`src/logic/ext_mem_ctrl_regs.svh`:
```
// constants for the external static memory controller
`ifndef EXT_MEM_CTRL_REGS_SVH
`define EXT_MEM_CTRL_REGS_SVH

// =============================================================
// address decode
`define REGION_MSB   27
`define REGION_LSB   26
`define REGION0      2'b00
`define ADDR_INC8    26'h000_0001
`define ADDR_INC16   26'h000_0002

// =============================================================
// transfer size and pieces
`define HSIZE_BYTE   3'h0
`define HSIZE_HALF   3'h1
`define HSIZE_WORD   3'h2
`define LAST_ONE     2'h0
`define LAST_TWO     2'h1
`define LAST_FOUR    2'h3

// =============================================================
// timing fields hold cycles minus one
`define AHLD_MIN     4'h1
`define DSET_MIN     8'h01

`endif

```
`src/logic/ext_mem_pkg.sv`:
```
// types shared by the external static memory controller
package ext_mem_pkg;

    // =========================================================
    // memory kinds
    typedef enum logic [1:0] {
        MT_SRAM  = 2'b00,
        MT_PSRAM = 2'b01,
        MT_NOR   = 2'b10,
        MT_ROM   = 2'b11
    } mem_type_t;

    // =========================================================
    // cycle sequencer
    typedef enum logic [2:0] {
        S_IDLE = 3'b000,
        S_ASET = 3'b001,
        S_AHLD = 3'b010,
        S_DSET = 3'b011,
        S_LAT  = 3'b100,
        S_ERR1 = 3'b101,
        S_ERR2 = 3'b110
    } state_t;

    // =========================================================
    // per sub-bank configuration
    typedef struct packed {
        logic      bank_en;
        mem_type_t mem_type;
        logic      width16;
        logic      mux_en;
        logic      wait_en;
        logic      wr_en;
        logic      ext_mode;
    } mem_cfg_t;

    typedef struct packed {
        logic [3:0] aset;
        logic [3:0] ahld;
        logic [7:0] dset;
        logic [3:0] buslat;
    } mem_timing_t;

endpackage : ext_mem_pkg

```
`src/logic/phase_timer.sv`:
```
// down counter timing one phase of an external cycle
`timescale 1ns/10ps

module phase_timer (
    input  wire logic       core_clk_in,
    input  wire logic       rst_in,
    input  wire logic       load_in,
    input  wire logic [7:0] load_val_in,
    output logic            done_out
);

    logic [7:0] cnt_q;

    always_ff @(posedge core_clk_in) begin
        if (rst_in) begin
            cnt_q <= '0;
        end else if (load_in) begin
            cnt_q <= load_val_in;
        end else if (cnt_q != 8'h00) begin
            cnt_q <= cnt_q - 8'h01;
        end
    end

    assign done_out = (cnt_q == 8'h00);

endmodule : phase_timer

```
`src/logic/ext_mem_ctrl.sv`:
```
// ahb to asynchronous static memory controller, sub-bank 0
//
// Overview of operation
// RULE1: ahb clock is the only timing reference
// RULE2: memory outputs change only on rising edge
// RULE3: memory bus width is 8 or 16
// RULE4: nor, psram, sram, rom chosen by configuration
// RULE5: equal widths give one single access
// RULE6: wider transfers split into back-to-back accesses
// RULE7: narrow uses byte lanes; no-select narrow write refused
// RULE8: four 64 MB regions, only region 0
// RULE9: address bits 27:26 pick region, 0 only
// RULE10: 8-bit memory: address 25:0 straight through
// RULE11: 16-bit memory: address 25:1 onto 24:0
// RULE12: nor/psram may multiplex address onto data bus
// RULE13: one chip select, for sub-bank 0
// RULE14: strobes, wait, lanes, buses shared; select own
// RULE15: sub-bank has own type, width, timing configuration
// RULE16: reads and writes may use separate timings
// RULE17: write strobe and byte lanes driven when needed
// RULE18: setup, hold, data, turnaround counts in clocks
// RULE19: 32-bit read on 8-bit memory is four accesses
// RULE20: wait input stretches data phase while enabled
// RULE21: select held across whole access; ahb stalled
`timescale 1ns/10ps

module ext_mem_ctrl
    import ext_mem_pkg::*;
(
    input  wire logic                      core_clk_in,
    input  wire logic                      rst_in,
    input  wire logic                      hsel_in,
    input  wire logic [31:0]               haddr_in,
    input  wire logic [1:0]                htrans_in,
    input  wire logic                      hwrite_in,
    input  wire logic [2:0]                hsize_in,
    input  wire logic [31:0]               hwdata_in,
    input  wire logic                      hready_in,
    output logic      [31:0]               hrdata_out,
    output logic                           hreadyout_out,
    output logic                           hresp_out,
    input  wire ext_mem_pkg::mem_cfg_t     cfg_in,
    input  wire ext_mem_pkg::mem_timing_t  rd_tim_in,
    input  wire ext_mem_pkg::mem_timing_t  wr_tim_in,
    output logic      [25:0]               mem_addr_out,
    output logic      [15:0]               mem_addr_data_out,
    output logic                           mem_addr_data_oe_out,
    input  wire logic [15:0]               mem_addr_data_in,
    output logic                           sub_static_bank_sel_n_out,
    output logic                           mem_read_strobe_n_out,
    output logic                           mem_write_strobe_n_out,
    output logic                           addr_valid_n_out,
    output logic      [1:0]                mem_byte_lane_n_out,
    input  wire logic                      mem_wait_n_in
);

    `include "ext_mem_ctrl_regs.svh"

    // =========================================================
    // declarations
    state_t      state_q;
    state_t      state_d;
    mem_timing_t tim;
    logic        idle_like;
    logic        accept;
    logic        bad;
    logic        start;
    logic        narrow;
    logic        byte_sel;
    logic        mux_on;
    logic        wait_hold;
    logic        t_done;
    logic        t_load;
    logic [7:0]  t_val;
    logic [7:0]  ld_aset;
    logic [7:0]  ld_ahld;
    logic [7:0]  ld_dset;
    logic [7:0]  ld_lat;
    logic        step_piece;
    logic        capture;
    logic [1:0]  last_calc;
    logic [1:0]  last_q;
    logic [1:0]  piece_q;
    logic        write_q;
    logic        wr_d;
    logic [1:0]  size_q;
    logic [1:0]  size_d;
    logic [25:0] cur_addr_q;
    logic [25:0] addr_d;
    logic [25:0] addr_inc;
    logic [25:0] mapped;
    logic [15:0] wdata_piece;
    logic [1:0]  lane_d;
    logic [31:0] rdata_q;
    logic        act_d;

    // =========================================================
    // request decode
    assign idle_like = (state_q == S_IDLE) || (state_q == S_ERR2);
    assign accept    = idle_like && hsel_in && htrans_in[1] && hready_in;
    assign narrow    = (hsize_in == `HSIZE_BYTE) && cfg_in.width16;
    assign byte_sel  = (cfg_in.mem_type != MT_NOR); // RULE4
    // rom rejects nothing here; software keeps wr_en clear for it
    assign bad = (haddr_in[`REGION_MSB:`REGION_LSB] != `REGION0) // RULE8 RULE9
              || !cfg_in.bank_en // RULE15
              || (hsize_in > `HSIZE_WORD)
              || (hwrite_in && !cfg_in.wr_en)
              || (hwrite_in && narrow && !byte_sel); // RULE7
    assign start = accept && !bad;
    assign mux_on = cfg_in.mux_en && ((cfg_in.mem_type == MT_NOR)
                 || (cfg_in.mem_type == MT_PSRAM)); // RULE12
    assign wait_hold = cfg_in.wait_en && !mem_wait_n_in; // RULE20

    // pieces: last index depends on size against width
    always_comb begin
        case (hsize_in[1:0])
            2'b00:   last_calc = `LAST_ONE; // RULE5
            2'b01:   last_calc = cfg_in.width16 ? `LAST_ONE : `LAST_TWO;
            default: last_calc = cfg_in.width16 ? `LAST_TWO
                                                : `LAST_FOUR; // RULE19
        endcase
    end

    // =========================================================
    // timing selection
    assign wr_d = start ? hwrite_in : write_q;
    assign tim  = (wr_d && cfg_in.ext_mode) ? wr_tim_in
                                            : rd_tim_in; // RULE16
    // fields hold cycles minus one; hold and data floors enforced
    assign ld_aset = {4'h0, tim.aset}; // RULE18
    assign ld_ahld = {4'h0, (tim.ahld < `AHLD_MIN) ? `AHLD_MIN
                                                   : tim.ahld};
    assign ld_dset = (tim.dset < `DSET_MIN) ? `DSET_MIN : tim.dset;
    assign ld_lat  = {4'h0, tim.buslat};

    phase_timer u_timer (
        .core_clk_in (core_clk_in),
        .rst_in      (rst_in),
        .load_in     (t_load),
        .load_val_in (t_val),
        .done_out    (t_done)
    );

    // =========================================================
    // cycle sequencer
    always_comb begin
        state_d    = state_q;
        t_load     = 1'b0;
        t_val      = ld_aset;
        step_piece = 1'b0;
        capture    = 1'b0;
        case (state_q)
            S_IDLE, S_ERR2: begin
                if (accept && bad) begin
                    state_d = S_ERR1;
                end else if (accept) begin
                    state_d = S_ASET;
                    t_load  = 1'b1;
                end else begin
                    state_d = S_IDLE;
                end
            end
            S_ASET: begin
                if (t_done) begin
                    t_load = 1'b1;
                    if (mux_on) begin
                        state_d = S_AHLD;
                        t_val   = ld_ahld;
                    end else begin
                        state_d = S_DSET;
                        t_val   = ld_dset;
                    end
                end
            end
            S_AHLD: begin
                if (t_done) begin
                    state_d = S_DSET;
                    t_load  = 1'b1;
                    t_val   = ld_dset;
                end
            end
            S_DSET: begin
                if (t_done && !wait_hold) begin // RULE20
                    capture = !write_q;
                    if (piece_q != last_q) begin
                        // next piece follows with select still low
                        step_piece = 1'b1; // RULE6
                        state_d    = S_ASET;
                        t_load     = 1'b1;
                    end else if (!write_q) begin
                        state_d = S_LAT;
                        t_load  = 1'b1;
                        t_val   = ld_lat;
                    end else begin
                        state_d = S_IDLE;
                    end
                end
            end
            S_LAT: begin
                if (t_done) begin
                    state_d = S_IDLE;
                end
            end
            S_ERR1: begin
                state_d = S_ERR2;
            end
            default: begin
                state_d = S_IDLE;
            end
        endcase
    end

    always_ff @(posedge core_clk_in) begin // RULE1
        if (rst_in) begin
            state_q <= S_IDLE;
        end else begin
            state_q <= state_d;
        end
    end

    // =========================================================
    // transfer bookkeeping
    assign addr_inc = cfg_in.width16 ? `ADDR_INC16 : `ADDR_INC8; // RULE3
    assign size_d   = start ? hsize_in[1:0] : size_q;

    always_comb begin
        addr_d = cur_addr_q;
        if (start) begin
            addr_d = haddr_in[25:0];
        end else if (step_piece) begin
            addr_d = cur_addr_q + addr_inc;
        end
    end

    always_ff @(posedge core_clk_in) begin
        if (rst_in) begin
            write_q    <= 1'b0;
            size_q     <= 2'b00;
            last_q     <= `LAST_ONE;
            piece_q    <= 2'h0;
            cur_addr_q <= '0;
        end else begin
            write_q    <= wr_d;
            size_q     <= size_d;
            cur_addr_q <= addr_d;
            if (start) begin
                last_q  <= last_calc;
                piece_q <= 2'h0;
            end else if (step_piece) begin
                piece_q <= piece_q + 2'h1;
            end
        end
    end

    // read pieces land on the lanes their address selects
    always_ff @(posedge core_clk_in) begin
        if (rst_in) begin
            rdata_q <= '0;
        end else if (capture && cfg_in.width16) begin
            rdata_q[{cur_addr_q[1], 4'h0} +: 16] <= mem_addr_data_in;
        end else if (capture) begin
            rdata_q[{cur_addr_q[1:0], 3'h0} +: 8] <=
                mem_addr_data_in[7:0];
        end
    end

    // =========================================================
    // ahb answer
    assign hrdata_out    = rdata_q;
    assign hreadyout_out = idle_like; // RULE21
    assign hresp_out     = (state_q == S_ERR1) || (state_q == S_ERR2);

    // =========================================================
    // memory pins, all from flops fed by the next state
    assign mapped = cfg_in.width16 ? {1'b0, addr_d[25:1]} // RULE11
                                   : addr_d; // RULE10
    // hwdata is held by the master for the whole stalled data phase
    assign wdata_piece = cfg_in.width16
                       ? hwdata_in[{addr_d[1], 4'h0} +: 16]
                       : {8'h00, hwdata_in[{addr_d[1:0], 3'h0} +: 8]};
    assign lane_d = !cfg_in.width16 ? 2'b10
                  : (size_d != 2'b00) ? 2'b00
                  : (addr_d[0] ? 2'b01 : 2'b10); // RULE7
    assign act_d = (state_d == S_ASET) || (state_d == S_AHLD)
                || (state_d == S_DSET);

    always_ff @(posedge core_clk_in) begin // RULE2
        if (rst_in) begin
            sub_static_bank_sel_n_out    <= 1'b1;
            mem_read_strobe_n_out  <= 1'b1;
            mem_write_strobe_n_out <= 1'b1;
            addr_valid_n_out       <= 1'b1;
            mem_byte_lane_n_out    <= 2'b11;
            mem_addr_out           <= '0;
            mem_addr_data_out      <= '0;
            mem_addr_data_oe_out   <= 1'b0;
        end else begin
            sub_static_bank_sel_n_out    <= !act_d; // RULE13
            mem_addr_out           <= mapped; // RULE14
            addr_valid_n_out       <= !(state_d == S_ASET);
            mem_read_strobe_n_out  <= !((state_d == S_DSET) && !wr_d);
            mem_write_strobe_n_out <= !((state_d == S_DSET)
                                        && wr_d); // RULE17
            mem_byte_lane_n_out    <= act_d ? lane_d : 2'b11;
            if (mux_on && ((state_d == S_ASET)
                           || (state_d == S_AHLD))) begin
                mem_addr_data_out    <= mapped[15:0]; // RULE12
                mem_addr_data_oe_out <= 1'b1;
            end else if ((state_d == S_DSET) && wr_d) begin
                mem_addr_data_out    <= wdata_piece;
                mem_addr_data_oe_out <= 1'b1;
            end else begin
                mem_addr_data_oe_out <= 1'b0;
            end
        end
    end
endmodule : ext_mem_ctrl

```
`config.mk`:
```
export PLATFORM = sky130hd
export DESIGN_NAME = ext_mem_ctrl
export DESIGN_NICKNAME = d
export VERILOG_FILES = /design/src/logic/ext_mem_pkg.sv /design/src/logic/phase_timer.sv /design/src/logic/ext_mem_ctrl.sv
export VERILOG_INCLUDE_DIRS = /design/src /design/src/logic
export SDC_FILE = /design/constraint.sdc
export NUM_CORES = 1
export LEC_CHECK = 0
export ABC_AREA = 1
export BUFFER_PORTS_ARGS = -buffer_cell sky130_fd_sc_hd__buf_2
export CORE_MARGIN = 5
export CORE_UTILIZATION = 58
export CTS_BUF_LIST = sky130_fd_sc_hd__clkbuf_8
export CTS_CLUSTER_SIZE = 25
export DETAILED_ROUTE_END_ITERATION = 7
export PLACE_DENSITY = 0.89
export RECOVER_POWER = 100
export SLEW_MARGIN = 5
export SYNTH_ARGS = -nofsm -noshare
export SYNTH_HDL_FRONTEND = slang
export SYNTH_HIERARCHICAL = 1
export SYNTH_SLANG_ARGS = --single-unit
```
`constraint.sdc`:
```
create_clock -name core_clk_in -period 5.9 [get_ports core_clk_in]
set_input_delay 1.77 -clock core_clk_in [delete_from_list [all_inputs] [get_ports core_clk_in]]
set_output_delay 1.77 -clock core_clk_in [all_outputs]
set_load 0.02 [all_outputs]
```
=== Word level (Yosys, flattened, before mapping) ===
Cells that the tools add are included.

* Register bits after elaboration: 125
* Input bits: 139

* Add/subtract/negate cells: 5
* Order comparisons: 3
* Equal/unequal tests: 14
* Shift-type cells: 6
* Multiplexer cells: 55
* Bitwise operators: 2
* Reduce and logical (&&, ||, !) cells: 54

{| class="wikitable"
|+ Operators with widths
! cell !! number
|-
| $bwmux W32 || 2
|-
| $mux W32 || 2
|-
| $mux W26 || 2
|-
| $mux W16 || 3
|-
| $mux W8 || 6
|-
| $shift A16 B7 Y32 const A || 1
|-
| $shift A8 B7 Y32 const A || 1
|-
| $shiftx A16 B7 Y32 || 1
|-
| $shiftx A32 B6 Y16 || 1
|-
| $shiftx A32 B6 Y8 || 1
|-
| $shiftx A8 B7 Y32 || 1
|-
| $add A26 B2 Y26 || 1
|-
| $mux W25 || 1
|-
| $pmux W8 S3 || 1
|-
| $mux W3 || 7
|-
| $mux W20 || 1
|-
| $mux W1 || 18
|-
| $pmux W3 S6 || 1
|-
| $logic_and A1 B1 Y1 || 17
|-
| $mux W4 || 4
|-
| $neg A5 Y7 || 2
|-
| $eq A3 B2 Y1 const B || 4
|-
| $logic_not A1 Y1 || 12
|-
| $mux W2 || 5
|-
| 22 further kinds || 44
|}

=== Longest topological paths before layout ===
* Depth after elaboration: 16
* Gate-level depth with buffers: 22
* Depth with buffers taken out: 20

=== By module ===
Netlist, hierarchy kept.

{| class="wikitable"
|+ By module, submodules not included
! module !! times used !! cells each !! area an instance (um^2) !! seq. area each (um^2)
|-
| ext_mem_ctrl || 1 || 1087 || 6887.9 || 2342.2
|-
| phase_timer || 1 || 70 || 473.0 || 160.2
|}

=== Worst setup path after synthesis ===
OpenSTA, ideal clock, no wires.

* Kind: input port to flip-flop
* Start: input port cfg_in[4] (netlist bit)
* End: register mem_addr_data_out[7]
* Arrival: 4.069 ns
* Setup slack: 1.715 ns
* Stages: 18
* Cells stage by stage: clkbuf_1 inv_2 buf_2 clkbuf_1 ha_1 fa_1 nand2_1 inv_1 nand2_1 nor2_1 o21ai_0 nand3_1 nand2_1 nand2_1 nand2_1 nand2_1 nand2_1 nor2_1

* Longest elaborated chain between the ends: 11

{| class="wikitable"
|+ Ends and longest elaborated chain
! what !! RTL line !! source
|-
| start: declaration || ext_mem_ctrl.sv:42 || <nowiki>input wire ext_mem_pkg::mem_cfg_t cfg_in,</nowiki>
|-
| branches (longest 11 deep; another with $add A26 B2 Y26) || - ||
|-
| end signal: assignment || ext_mem_ctrl.sv:307 || <nowiki>mem_addr_data_out <= mapped[15:0];</nowiki>
|-
| end signal: assignment || ext_mem_ctrl.sv:310 || <nowiki>mem_addr_data_out <= wdata_piece;</nowiki>
|-
| end: declaration || ext_mem_ctrl.sv:46 || <nowiki>output logic [15:0] mem_addr_data_out,</nowiki>
|}

Several ways; the timed one is not identified. The select of a mux whose other input is x is not followed.
A chain may end at the register's enable or synchronous reset.

=== Worst setup path in the final report ===
* Start: input port cfg_in[4] (netlist bit)
* End: register mem_addr_data_out[4]

The elaborated chain is that of the path after synthesis.

==> impl_metrics.csv <==
group,metric,value,unit
worst_setup_path,path_buf_inv,4,
logic_synthesis,synth_edf_count,0,
clock_network,htree_levels,4,
route,routedWlPerCell,14.0,um
sta,final_hold_viol_count,0,
power_and_ir_drop,power_density,240,nW/um^2
grt,grt_pass1_wl,34600,um
place,dp_cells,1507,
cells_and_area,final_nets,1502,
logic_synthesis,ys_top_cells_by_count,"nand2_1 (349), nor2_1 (142), dfxtp_1 (125)",
sta,slew_headroom,-27.0,%
worst_setup_path,cpMaxStageDelayCell,"clkbuf_1",
cells_and_area,n_antenna_cell,0,
cells_and_area,finalNonFillerCells,1539,
clock_network,cts-root-buf,"clkbuf_8",
logic_synthesis,ys_types,48,
worst_setup_path,worstSetupPathType,"input pin to flip-flop",
sta,finalSetupViolCount,0,
grt,grtUsageTotal,28.7,%
die,die_h,123,um
min_path,hp-class,"flip-flop to flip-flop",
grt,grt_max_degree,45,
sta,tns,0,ns
clock_network,clock_latency,0.45,ns
logic_synthesis,syn_area,7360,sq um
sta,period_minus_slack,4.77,ns
logic_synthesis,synth.largest_area_cell,"dfxtp_1",
logic_synthesis,synth-main-ff-cell,"dfxtp_1",
worst_setup_path,cp.arrival,5.11,ns
worst_setup_path,path_cells,"buf_2, nand2_1, inv_1, nand2_1, nand2_1, nand2_1, nand3_1, clkbuf_1, nand3_1, nand3_4, inv_1, nand2_1, nand2_1, nand2_1, nand2_1, nand2_1, nand2_1",
die,start_util,58.8,%
grt,grt_pass1_vias,7540,
logic_synthesis,syn_nets,1305,
logic_synthesis,synthCells,1157,
clock_network,cts_tree,"done",
power_and_ir_drop,p_leak,0.00400,uW
route,drt_wl_total,21500,um
power_and_ir_drop,ir_worst_vdd,0.000159,V
logic_synthesis,ys_warn_count,6,
run,cap_violations,2,
worst_setup_path,worstPathMaxFanout,27,
logic_synthesis,yosysMostFrequentCell,"nand2_1",
grt,antenna_found_initial,0,
place,dp_slack,1.47,ns
sta,fin_skew,0.0117,ns
sta,slew_violations,76,
sta,rsz0062_at_grt,"false",
place,place.gp.congestion,0.929,
run_status,status,"finished with violations",
clock_network,clock_sinks,125,
sta,clock.fmax,210,MHz
sta,whs,0.472,ns
logic_synthesis,async_flop_share,0,%
die,design.core.area,12500,sq um
clock_network,hold_buffers,0,
worst_setup_path,cp_common_cell,"nand2_1",
cells_and_area,final_core_util,69.7,%
sta,fin_ws,1.13,ns
place,io_buffers,212,
die,fp.dieArea,15000,sq um
logic_synthesis,synth_area_per_cell,6.36,sq um
clock_network,clockBufferDepth,2,
route,vias,8191,
worst_setup_path,cp.required,6.24,ns
die,rows,41,
cells_and_area,drive_above_1_share,15.4,%
worst_setup_path,critPathCaptureType,"flip-flop",
run_status,violations,"capacitance limit, slew limit",
clock_network,clk_pin_slew,0.08,ns
route,vias_per_cell,5.32,
cells_and_area,syn_to_final_growth,18.5,%
route,first_pass_iters,6,
route,drtIter0Drc,715,
route,drc,0,
logic_synthesis,synth-seq-area-share,34.0,%
worst_setup_path,startpoint_type,"input pin",
sta,worstMarginPinSlew,1.90,ns
die,ios,222,
logic_synthesis,ys_top_cells_by_area,"dfxtp_1 (34%), nand2_1 (18%), nand3_1 (8.0%)",
clock_network,cts_setup_buffers,0,
route,ant_nets,0,
sta,period_share,80.8,%
logic_synthesis,synth_top_area_share,34.0,%
clock_network,numCtsBuffers,17,
logic_synthesis,synth_seq_cells,125,
grt,grt.overflow.total,0,
place,hpwl,16300,um
clock_network,cts_resized,0,
worst_setup_path,critPathTopFamily,"simple AND/OR/NAND/NOR gates",
die,fp.dieW,123,um
worst_setup_path,slowest_delay,0.90,ns
-- per-stage QoR --
stage / area (sq um) / power [uW]
after global routing: 8720 / 2190
final: 8720 / 2100
after CTS: 8860 / 2100
after global placement: 8460 / 1350
after detailed placement: 8460 / 1360
after floorplan: 7360 / 1240
-- worst register-to-register path: stages, from the launching register on --
cell	delay, ns
dfxtp_1	0.31
inv_1	0.13
ha_1	0.25
nand2_2	0.12
nor2_8	0.18
nand2_1	0.12
nor2_2	0.17
nand2_1	0.56
inv_1	0.85
nor2_4	0.11
nor2_4	0.15
nand2_4	0.16
nor2_2	0.33
nand2_1	0.16
nand2_1	0.11
nand2_1	0.06
nand2_1	0.10
-- layer usage --
layer	GRT usage (%)	vias up	wire length, um	share of wire (%)
met2	47.1	367	10100	47
met1	36.7	3694	9060	42
met4	9.73	0	473	2.2
met3	7.42	29	1850	8.6
met5	0	-	0	0
li1	-	4101	-	-
-- sequential cells by signal, indices dropped and copies added (netlist names), 2 cells and up --
register             cells
cur_addr_q              26
u_timer/cnt_q            8
last_q                   2
mem_addr_data_out       16
state_q                  3
piece_q                  2
size_q                   2
hrdata_out              32
mem_byte_lane_n_out      2
mem_addr_out            26
-- placed cells by master, fill, tap and decap left out, types with 2 or more instances in the layout --
| cell type | instances |
|---|---|
| nand2_1 | 350 |
| nor2_1 | 143 |
| buf_2 | 128 |
| inv_1 | 125 |
| dfxtp_1 | 125 |
| nand3_1 | 120 |
| clkbuf_1 | 86 |
| o21ai_0 | 48 |
| a21oi_1 | 24 |
| a31oi_1 | 23 |
| clkbuf_8 | 19 |
| nor3_1 | 18 |
| xor2_1 | 14 |
| nand4_1 | 12 |
| or2_2 | 11 |
| o21ai_1 | 10 |
| inv_2 | 8 |
| o211ai_1 | 8 |
| ha_1 | 8 |
| nand2_2 | 7 |
| nor4_1 | 7 |
| nor2_4 | 6 |
| nand3b_1 | 6 |
| or2_1 | 6 |
| nor2_2 | 5 |
| xnor2_1 | 5 |
| clkinv_4 | 4 |
| nand2_4 | 3 |
| o2111ai_1 | 3 |
| and2_0 | 3 |
| clkinvlp_4 | 3 |
| clkinv_2 | 3 |
| o21ai_2 | 2 |
| or2_0 | 2 |
| o21bai_1 | 2 |
| o22ai_1 | 2 |
| bufinv_16 | 2 |
| buf_4 | 2 |
-- report_power, final --
group          internal [uW]  switching (uW)
logic                    153             276
registers                882            27.3
clock network            398             360
total                   1430             663
-- cell type report --
cell class,instances,area (sq um)
Multi-Input combinational cell,860,4120
Fill cell,1208,3800
Sequential cell,125,2500
Timing Repair Buffer,216,978
Inverter,134,503
Clock buffer,19,262
Tap cell,172,215
Clock inverter,13,141
-- path summary, 6_finish.rpt --
path	from	end	slack (ns)	cells after the start
max	cfg_in[4]	mem_addr_data_out[4]$_SDFFE_PP0P_	1.13	17
min	hrdata_out[23]$_SDFFE_PP0P_	hrdata_out[23]$_SDFFE_PP0P_	0.47	2
max reg2reg	u_timer/cnt_q[0]$_SDFFE_PP0P_	mem_addr_data_out[12]$_SDFFE_PP0P_	1.98	16
min reg2reg	hrdata_out[23]$_SDFFE_PP0P_	hrdata_out[23]$_SDFFE_PP0P_	0.47	2
-- cell families after synthesis --
family          after synthesis  share of synthesized area, %
buf+inv                     172                          9.71
compound gates              127                          10.1
simple gates                704                          42.2
xor+xnor                     19                          2.26
fa+ha+maj                     9                          1.63
flops                       125                          34.0
mux                           1                         0.136
Power figures use the tool's default switching activity.
